===== src/pfrpc_pkg.sv =====
// Package for the synthesizer control register bank.
// Assumes a single 40 MHz clock domain and a decoded register write/read port.
package pfrpc_pkg;
  localparam int                     DATA_W          = 24;
  localparam int                     ADDR_W          = 5;
  localparam logic [ADDR_W-1:0]      ADDR_RST_ID     = 5'h00;
  localparam logic [ADDR_W-1:0]      ADDR_PWR        = 5'h01;
  localparam logic [ADDR_W-1:0]      ADDR_INTG       = 5'h03;
  localparam logic [ADDR_W-1:0]      ADDR_FRAC       = 5'h04;
  localparam logic [ADDR_W-1:0]      ADDR_VCO        = 5'h05;
  localparam logic [ADDR_W-1:0]      ADDR_MOD        = 5'h06;
  localparam logic [ADDR_W-1:0]      ADDR_STEP       = 5'h0C;
  localparam int                     SOFT_RST_BIT    = 5;
  localparam int                     PWR_PIN_EN_BIT  = 0;
  localparam int                     PWR_SW_PD_BIT   = 1;
  localparam int                     KEEP_LO_BIT     = 2;
  localparam int                     KEEP_N          = 6;
  localparam int                     SEED_LO         = 0;
  localparam int                     SEED_W          = 2;
  localparam int                     RDADDR_W        = 5;
  // Identity value is arbitrary
  localparam logic [DATA_W-1:0]      CHIP_ID         = 24'hA5A5A5;
  localparam logic [DATA_W-1:0]      PWR_RST_VAL     = 24'h000001;
  localparam logic [DATA_W-1:0]      INTG_RST_VAL    = 24'h000019;
  localparam logic [DATA_W-1:0]      FRAC_RST_VAL    = 24'h000000;
  localparam logic [DATA_W-1:0]      MOD_RST_VAL     = 24'h000002;
  localparam logic [DATA_W-1:0]      STEP_RST_VAL    = 24'h000000;
  localparam logic [DATA_W-1:0]      VCO_RST_VAL     = 24'h000000;
  localparam logic [DATA_W-1:0]      SEED0           = 24'h000000;
  localparam logic [DATA_W-1:0]      SEED1           = 24'h800000;
  localparam logic [DATA_W-1:0]      SEED2           = 24'h5A3C96;
  localparam logic [DATA_W-1:0]      SEED3           = 24'h400000;
  localparam int                     POR_US          = 250;
  localparam int                     CLK_MHZ         = 40;
  localparam int                     POR_CYCLES      = POR_US * CLK_MHZ;
  localparam int                     POR_CNT_W       = 14;
endpackage


===== src/pfrpc_ctrl.sv =====
// Register bank: divide, fractional, seed, reset and power-down control.
// Assumes the serial framing delivers one-cycle write strobes with address and data.
// Operation
// - Channel change rewrites only fraction; integer and step registers persist.
// - Two-bit seed field picks one of four accumulator start phases.
// - Each new fraction reloads the chosen seed into the accumulator.
// - Power-on reset holds subsystem and VCO registers at defaults until about 250 us after power-up.
// - Writing register zero with bit five set resets subsystem registers.
// - Soft reset keeps the serial port mode unchanged.
// - Soft reset and enable pin never touch VCO registers.
// - With pin honoured, low enable pin stops analog and internal clocks.
// - Serial port keeps answering while powered down.
// - Clearing pin-enable bit takes power-down from register bit one.
// - Bits two to seven keep listed blocks powered during power-down.
`timescale 1ns/1ps
`default_nettype none
module pfrpc_ctrl #(
  parameter int POR_CYCLES = pfrpc_pkg::POR_CYCLES
) (
  input  wire logic                            sys_clk,
  input  wire logic                            rst_n,
  input  wire logic                            wr_strobe,
  input  wire logic [pfrpc_pkg::ADDR_W-1:0]    wr_addr,
  input  wire logic [pfrpc_pkg::DATA_W-1:0]    wr_data,
  input  wire logic                            chip_enable_pin,
  input  wire logic                            spi_mode_in,
  input  wire logic                            spi_mode_load,
  output var  logic [pfrpc_pkg::DATA_W-1:0]    rd_data,
  output var  logic                            por_done,
  output var  logic                            spi_mode,
  output var  logic [pfrpc_pkg::DATA_W-1:0]    int_div,
  output var  logic [pfrpc_pkg::DATA_W-1:0]    frac_div,
  output var  logic [pfrpc_pkg::DATA_W-1:0]    step_count,
  output var  logic [pfrpc_pkg::DATA_W-1:0]    mod_cfg,
  output var  logic [pfrpc_pkg::DATA_W-1:0]    vco_access,
  output var  logic [pfrpc_pkg::DATA_W-1:0]    phase_accumulator,
  output var  logic                            powered_down,
  output var  logic                            clocks_run,
  output var  logic [pfrpc_pkg::KEEP_N-1:0]    block_on
);
  logic [pfrpc_pkg::POR_CNT_W-1:0] por_cnt_reg;
  logic                            por_done_reg;
  logic [pfrpc_pkg::DATA_W-1:0]    pwr_reg, intg_reg, frac_reg, mod_reg, step_reg, vco_reg;
  logic [pfrpc_pkg::RDADDR_W-1:0]  rdaddr_reg;
  logic                            mode_reg;
  logic [pfrpc_pkg::DATA_W-1:0]    acc_reg;
  logic                            pd_reg;
  logic [pfrpc_pkg::KEEP_N-1:0]    on_reg;
  logic [pfrpc_pkg::DATA_W-1:0]    rd_reg;
  logic                            run_reg;
  localparam int                   CNT_W = pfrpc_pkg::POR_CNT_W;

  wire por_active = !por_done_reg;
  wire wr_ok      = wr_strobe && por_done_reg;
  wire wr_r0      = wr_ok && (wr_addr == pfrpc_pkg::ADDR_RST_ID);
  wire soft_rst   = wr_r0 && wr_data[pfrpc_pkg::SOFT_RST_BIT];
  wire clr        = por_active || soft_rst;
  wire wr_pwr     = wr_ok && (wr_addr == pfrpc_pkg::ADDR_PWR);
  wire wr_intg    = wr_ok && (wr_addr == pfrpc_pkg::ADDR_INTG);
  wire wr_frac    = wr_ok && (wr_addr == pfrpc_pkg::ADDR_FRAC);
  wire wr_vco     = wr_ok && (wr_addr == pfrpc_pkg::ADDR_VCO);
  wire wr_mod     = wr_ok && (wr_addr == pfrpc_pkg::ADDR_MOD);
  wire wr_step    = wr_ok && (wr_addr == pfrpc_pkg::ADDR_STEP);
  wire [pfrpc_pkg::SEED_W-1:0] seed_sel = mod_reg[pfrpc_pkg::SEED_LO +: pfrpc_pkg::SEED_W];
  wire [pfrpc_pkg::DATA_W-1:0] seed_val =
    (seed_sel == 2'h0) ? pfrpc_pkg::SEED0 :
    (seed_sel == 2'h1) ? pfrpc_pkg::SEED1 :
    (seed_sel == 2'h2) ? pfrpc_pkg::SEED2 : pfrpc_pkg::SEED3;
  wire pd_next = pwr_reg[pfrpc_pkg::PWR_PIN_EN_BIT] ? !chip_enable_pin
               : pwr_reg[pfrpc_pkg::PWR_SW_PD_BIT];
  wire [pfrpc_pkg::KEEP_N-1:0] keep = pwr_reg[pfrpc_pkg::KEEP_LO_BIT +: pfrpc_pkg::KEEP_N];
  wire [pfrpc_pkg::DATA_W-1:0] rd_next =
    (rdaddr_reg == pfrpc_pkg::ADDR_RST_ID) ? pfrpc_pkg::CHIP_ID :
    (rdaddr_reg == pfrpc_pkg::ADDR_PWR)    ? pwr_reg :
    (rdaddr_reg == pfrpc_pkg::ADDR_INTG)   ? intg_reg :
    (rdaddr_reg == pfrpc_pkg::ADDR_FRAC)   ? frac_reg :
    (rdaddr_reg == pfrpc_pkg::ADDR_VCO)    ? vco_reg :
    (rdaddr_reg == pfrpc_pkg::ADDR_MOD)    ? mod_reg :
    (rdaddr_reg == pfrpc_pkg::ADDR_STEP)   ? step_reg : '0;

  // Power-on delay counter
  always_ff @(posedge sys_clk) begin
    if (!rst_n) begin
      por_cnt_reg  <= '0;
      por_done_reg <= 1'h0;
    end else if (!por_done_reg) begin
      por_cnt_reg  <= por_cnt_reg + 1'h1;
      por_done_reg <= (por_cnt_reg == CNT_W'(POR_CYCLES - 1));
    end
  end

  // Subsystem registers, cleared by power-on and soft reset
  always_ff @(posedge sys_clk) begin
    if (!rst_n || clr) begin
      pwr_reg    <= pfrpc_pkg::PWR_RST_VAL;
      intg_reg   <= pfrpc_pkg::INTG_RST_VAL;
      frac_reg   <= pfrpc_pkg::FRAC_RST_VAL;
      mod_reg    <= pfrpc_pkg::MOD_RST_VAL;
      step_reg   <= pfrpc_pkg::STEP_RST_VAL;
      rdaddr_reg <= '0;
    end else begin
      if (wr_pwr) pwr_reg <= wr_data;
      if (wr_intg) intg_reg <= wr_data;
      if (wr_frac) frac_reg <= wr_data;
      if (wr_mod) mod_reg <= wr_data;
      if (wr_step) step_reg <= wr_data;
      if (wr_r0) rdaddr_reg <= wr_data[pfrpc_pkg::RDADDR_W-1:0];
    end
  end

  // VCO registers and port mode: only the power-on path clears them
  always_ff @(posedge sys_clk) begin
    if (!rst_n || por_active) begin
      vco_reg  <= pfrpc_pkg::VCO_RST_VAL;
      mode_reg <= 1'h0;
    end else begin
      if (wr_vco) vco_reg <= wr_data;
      if (spi_mode_load) mode_reg <= spi_mode_in;
    end
  end

  // Accumulator seed reload on every new fraction
  always_ff @(posedge sys_clk) begin
    if (!rst_n || clr) acc_reg <= pfrpc_pkg::SEED0;
    else if (wr_frac) acc_reg <= seed_val;
  end

  // Power state and read data
  always_ff @(posedge sys_clk) begin
    if (!rst_n) begin
      pd_reg  <= 1'h0;
      run_reg <= 1'h1;
      on_reg  <= {pfrpc_pkg::KEEP_N{1'h1}};
      rd_reg  <= '0;
    end else begin
      pd_reg  <= pd_next;
      run_reg <= !pd_next;
      on_reg  <= pd_next ? keep : {pfrpc_pkg::KEEP_N{1'h1}};
      rd_reg  <= rd_next;
    end
  end

  assign rd_data           = rd_reg;
  assign por_done          = por_done_reg;
  assign spi_mode          = mode_reg;
  assign int_div           = intg_reg;
  assign frac_div          = frac_reg;
  assign step_count        = step_reg;
  assign mod_cfg           = mod_reg;
  assign vco_access        = vco_reg;
  assign phase_accumulator = acc_reg;
  assign powered_down      = pd_reg;
  assign clocks_run        = run_reg;
  assign block_on          = on_reg;
endmodule
`default_nettype wire


===== config.mk =====
export PLATFORM = sky130hd
export DESIGN_NAME = pfrpc_ctrl
export DESIGN_NICKNAME = d
export VERILOG_FILES = /design/src/pfrpc_pkg.sv /design/src/pfrpc_ctrl.sv
export SDC_FILE = /design/constraint.sdc
export NUM_CORES = 1
export LEC_CHECK = 0
export BUFFER_PORTS_ARGS = -buffer_cell sky130_fd_sc_hd__buf_2
export CAP_MARGIN = 10
export CORE_MARGIN = 1.5
export CORE_UTILIZATION = 51
export CTS_CLUSTER_DIAMETER = 120
export DETAILED_ROUTE_END_ITERATION = 10
export GPL_TIMING_DRIVEN = 0
export PLACE_DENSITY = 0.76
export SYNTH_ARGS = -nofsm -noshare
export SYNTH_HDL_FRONTEND = slang
export SYNTH_SLANG_ARGS = --single-unit

===== constraint.sdc =====
create_clock -name sys_clk -period 2.28 [get_ports sys_clk]
set_input_delay 0.228 -clock sys_clk [delete_from_list [all_inputs] [get_ports sys_clk]]
set_output_delay 0.228 -clock sys_clk [all_outputs]
set_load 0.02 [all_outputs]

Word-level counts from Yosys, hierarchy flattened:

Index checks and enable logic that the tools add are counted.
Widths: inputs -> output; s select.

* $add $sub $neg: 1
* bitwise logic cells: 1
* equal/unequal tests: 15
* mux-type cells: 12
* reduce and logical (&&, ||, !) cells: 21

Operators by type and width (count)
* $mux 24: 9
* $eq 5x3->1 const B: 6
* $mux 21: 1
* $add 14x1->14 const B: 1
* $eq 14x14->1 const B: 1
* $eq 5x1->1 const B: 2
* $eq 5x2->1 const B: 2
* $eq 5x4->1 const B: 2
* $logic_not 5->1: 2
* $logic_and 1x1->1: 9
* $logic_not 1->1: 4
* $logic_or 1x1->1: 3
* $eq 2x1->1 const B: 1
* $eq 2x2->1 const B: 1
* $logic_not 2->1: 1
* $mux 1: 2
* $reduce_and 2->1: 1
* $reduce_or 2->1: 1
* $not 1->1: 1

* register bits: 221
* word-level logic and storage cells: 66

Longest topological paths before layout:

* depth after elaboration: 8
* depth in mapped cells: 9
* mapped depth without buffers: 5

Worst setup path after synthesis:

No wires, ideal clock.

* kind: reg2reg
* start: reg por_done_reg (netlist: por_done)
* end: reg acc_reg, in the netlist phase_accumulator[22]
* path buffers: 3
* clock period less this slack: 1.801 ns
* cell stages (with the launch flop): 8
* data arrival time: 1.682 ns
* setup slack: 0.479 ns
* setup time: 0.120 ns
* cells stage by stage: dfxtp_1 > buf_6 > nand4b_4 > or4_1 > clkbuf_1 > clkbuf_1 > nand2_1 > a21oi_1

* word-level cells in the longest chain between the ends: 5
* elaborated cells between the ends (all ways): 7
* those cells by class: reduce/logical: 7

Ends and longest elaborated chain
* from (decl): line pfrpc_ctrl.sv:42 `logic por_done_reg;`
* from (signal assigned): line pfrpc_ctrl.sv:88 `por_done_reg <= (por_cnt_reg == CNT_W'(POR_CYCLES - 1));`
* $logic_and 1x1->1: line pfrpc_ctrl.sv:54 `wire wr_ok = wr_strobe && por_done_reg;`
* $logic_and 1x1->1: line pfrpc_ctrl.sv:55 `wire wr_r0 = wr_ok && (wr_addr == pfrpc_pkg::ADDR_RST_ID);`
* $logic_and 1x1->1: line pfrpc_ctrl.sv:56 `wire soft_rst = wr_r0 && wr_data[pfrpc_pkg::SOFT_RST_BIT];`
* $logic_or 1x1->1: line pfrpc_ctrl.sv:57 `wire clr = por_active || soft_rst;`
* $logic_or 1x1->1: line pfrpc_ctrl.sv:124 `if (!rst_n || clr) acc_reg <= pfrpc_pkg::SEED0;`
* to (signal assigned): line pfrpc_ctrl.sv:124
* to (signal assigned): line pfrpc_ctrl.sv:125 `else if (wr_frac) acc_reg <= seed_val;`
* to (decl): line pfrpc_ctrl.sv:46 `logic [pfrpc_pkg::DATA_W-1:0] acc_reg;`

Parallel ways exist; a longest one is shown, timed or not.
A chain may end at the register's enable or synchronous reset.

Final worst setup path:

* start: reg rdaddr_reg[0] (netlist bit)
* end: reg rd_reg, in the netlist rd_data[8]

* word-level cells in the longest chain between the ends: 8
* elaborated cells between the ends (all ways): 14
* those cells by class: eq/ne: 6; mux: 7; reduce/logical: 1

Ends and longest elaborated chain
* from (decl): line pfrpc_ctrl.sv:44 `logic [pfrpc_pkg::RDADDR_W-1:0] rdaddr_reg;`
* from (signal assigned): line pfrpc_ctrl.sv:107 `if (wr_r0) rdaddr_reg <= wr_data[pfrpc_pkg::RDADDR_W-1:0];`
* $eq 5x4->1: line pfrpc_ctrl.sv:79 `(rdaddr_reg == pfrpc_pkg::ADDR_STEP) ? step_reg : '0;`
* $mux 24: line pfrpc_ctrl.sv:79
* $mux 24: line pfrpc_ctrl.sv:78 `(rdaddr_reg == pfrpc_pkg::ADDR_MOD) ? mod_reg :`
* $mux 24: line pfrpc_ctrl.sv:77 `(rdaddr_reg == pfrpc_pkg::ADDR_VCO) ? vco_reg :`
* $mux 24: line pfrpc_ctrl.sv:76 `(rdaddr_reg == pfrpc_pkg::ADDR_FRAC) ? frac_reg :`
* $mux 24: line pfrpc_ctrl.sv:75 `(rdaddr_reg == pfrpc_pkg::ADDR_INTG) ? intg_reg :`
* $mux 24: line pfrpc_ctrl.sv:74 `(rdaddr_reg == pfrpc_pkg::ADDR_PWR) ? pwr_reg :`
* $mux 24 *: line pfrpc_ctrl.sv:73 `(rdaddr_reg == pfrpc_pkg::ADDR_RST_ID) ? pfrpc_pkg::CHIP_ID :`
* to (signal assigned): line pfrpc_ctrl.sv:139 `rd_reg <= rd_next;`
* to (decl): line pfrpc_ctrl.sv:49 `logic [pfrpc_pkg::DATA_W-1:0] rd_reg;`

Mark *: on every way between the ends. The rest lies on a longest branch, timed or not.

==> reports/metrics.cfg <==
[status]
status=finished, violations left
violations=negative setup slack

[floorplan]
start_util_pct=52.17
io_pins=213
fp.dieH_microns=136.0
die_x_microns=136.0
rows=48
die_area_sq_mm=0.01850
core_area_sq_mm=0.01730

[job]
max-cap-violations=0

[finish]
final_cells=1502
area_delta_synth_final_pct=21.56
regArea_sq_mm=0.004004
antenna-diode-count=0
fin_nets=1301
final_util_pct=63.42
fill_cells=1536
multi_input_area_sq_mm=0.004415
drive_above_1_share_pct=25.53

[critical_path]
timing_worst_setup_path_type=flop to flop
path_max_fanout=10
arrival_ps=2580
start_kind=flop
critPathMaxStageDelay_ps=480
cp-end-kind=flop
r2r_cells=5
cp_slowest_cell=dfxtp_1
cp.required_ps=2580
reg2reg_to=rd_data[8]
r2r_slack_ps=-2
critPathCapture=rd_data[8]
r2r_start=rdaddr_reg[0]
cp_cell_sequence=nor2b_2, clkbuf_1, o21ai_0, a222oi_1, o31ai_1
startpoint=rdaddr_reg[0]

[clock_tree]
insertion_delay_ps=450
clockBufferDepth=2
h-tree-depth=4
root_buffer=clkbuf_16
cts_tree=done
post-cts-setup-buffer-count=0
cts_hold_buffers=0
cts_buffers=17
clock-sinks=200
clk_pin_slew_ps=70

[synth]
synth_warnings=0
synth-compound-area-share_pct=16.58
muxShareOfSynthArea_pct=8.763
async_flop_share_pct=0
syn-cell-area_sq_mm=0.009024
synth_top_area_cell=dfxtp_1
synth_cell_type_count=65
yosysSeqAreaShare_pct=44.37
ys_seq_elements=200
post_synth_fa_ha_maj_area_fraction_pct=0.1387
ys.flop_type=dfxtp_1
synth_common_cells=dfxtp_1 (200), nand2_1 (173), a21oi_1 (102)
synth.top_cells.by_area=dfxtp_1 (44%), mux2i_1 (8.8%), nand2_1 (7.2%)
netlist.area_leader.share_pct=44.37
synth_simple_gate_area_share_pct=21.66
synth_top_family_by_area=simple AND/OR/NAND/NOR gates
synth_edf_count=0
syn_inst=1039
syn_avg_cell_area_sq_um=8.685
synth.most_common_cell=dfxtp_1
yosys.area_share.xor_xnor_pct=0.9706

[pwr]
p_clk_share_pct=45.4
ir_worst_vdd_uv=542.8
total_power_mw=6.846
p_int_mw=5.296
p_seq_share_pct=51.5
power_leakage_nw=4.460
combPwrFrac_pct=3.1
switching_share_pct=22.64
powerDensity_mw_per_mm2=624.1
p_sw_mw=1.550

[timing]
rsz0062_at_grt=true
layout_setup_ws_ps=-2.328
min_period_ps=2282
slew_headroom_pct=43.81
clock_skew_ps=8.568
fmax_ghz=0.4381
slew_violations=0
fin_setup_tns_ps=-2.328
setup_viol=1
min_period_over_period_pct=100.1
worst_slew_pin_slew_ps=836.6
hold_viol=0

[grt]
grt_max_degree=17
antenna_found_initial=0
first_global_vias=8157
overflow=0
track_usage_pct=35.95
grt_pass1_wl_mm=49.11

[min_path]
hold_path_class=input pin to flop

[placed_design]
gp_congestion=0.9988
port_buffers=198
place_inst=1472
hpwl_mm=23.64

[detailed_routing]
first_pass_iters=6
routed_wl_mm=33.98
vias=9135
drt_iter0_drc=1108
drcViolationCount=0
wl_per_cell_microns=22.62
viasPerCell=6.082
detail-route-antenna-nets=0

## logic make-up (layout without fill, tap and decap cells)
group / count (synthesis) / in the layout
AND/OR/NAND/NOR: 392 / 392
multiplexers: 79 / 79
adder cells (fa/ha/maj): 1 / 1
XOR/XNOR: 10 / 10
flip-flops: 200 / 200
AO/OA/AOI/OAI: 234 / 234
other: 1 / 11
buffers and inverters: 122 / 350
## power groups by stage
stage	logic [mW]	registers, mW	clock network, mW
after floorplan	0.0809	3.63	0
after global placement	0.208	3.60	0
after detailed placement	0.209	3.60	0
after CTS	0.210	3.52	3.08
after global routing	0.226	3.52	3.21
final	0.214	3.52	3.11
## cells in the final DEF (no fill, tap or decap), drive strengths merged, types with 9 or more instances in the layout
cell      n
o21ai    47
nand3    27
nor3b    18
a222oi   10
a21oi   103
buf     264
inv      19
nor2     88
dfxtp   200
mux2i    79
nand3b   14
clkbuf   59
nor2b    10
conb     11
a21o     13
nand2   173
and3b    12
a22o      9
## worst min path at each step
stage	from	endpoint	slack, ps	depth (start not counted)
after detailed placement	phase_accumulator[23]	phase_accumulator[23]	450	2
after floorplan	wr_data[4]	int_div[4]	350	2
final	spi_mode_in	spi_mode	20	3
after global placement	phase_accumulator[23]	phase_accumulator[23]	440	2
after global routing	spi_mode_in	spi_mode	60	3
after CTS	spi_mode_in	spi_mode	30	3
## metal layers
| layer | routed length, microns | global-route usage, % | part of all wire [%] | up-vias |
|---|---|---|---|---|
| met5 | 0 | 0 | 0 | - |
| met4 | 1330 | 16.73 | 3.9 | 0 |
| met3 | 3736 | 6.972 | 11 | 124 |
| met2 | 15250 | 56.17 | 45 | 658 |
| met1 | 13660 | 47.91 | 40 | 4298 |
| li1 | - | - | - | 4055 |
## metrics by stage
| stage | hold WS [ps] | cell area [sq um] | setup slack (ps) |
|---|---|---|---|
| finish | 20.74 | 10970 | -2.328 |
| global route | 60.35 | 10970 | -15.71 |
| CTS | 30.04 | 10940 | 2.530 |
| detailed placement | 454.0 | 10330 | -63.79 |
| global placement | 437.8 | 10330 | -90.64 |
| floorplan | 351.8 | 9061 | 478.7 |
## cell type report
class | instances | share of cell area [%]
Buffer | 103 | 5.658
Clock buffer | 22 | 4.323
Clock inverter | 9 | 1.049
Inverter | 18 | 0.6159
Multi-Input combinational cell | 727 | 40.25
Sequential cell | 200 | 36.50
Tap cell | 225 | 2.566
Timing Repair Buffer | 198 | 9.034
## worst max-delay path: cells and delay by family, from the launching register on
| kind | cells | cell delay, ps |
|---|---|---|
| AOI/OAI and AO/OA | 3 | 760 |
| and+or+nand+nor | 1 | 450 |
| buffers and inverters | 1 | 440 |
| DFF | 1 | 480 |
## what timing repair did
item,CTS,global route
endpoints found under the hold margin,0,0
endpoints found under the setup margin,19,25
resized for setup,5,21
cloned,0,0
(Power assumes the default switching activity.)
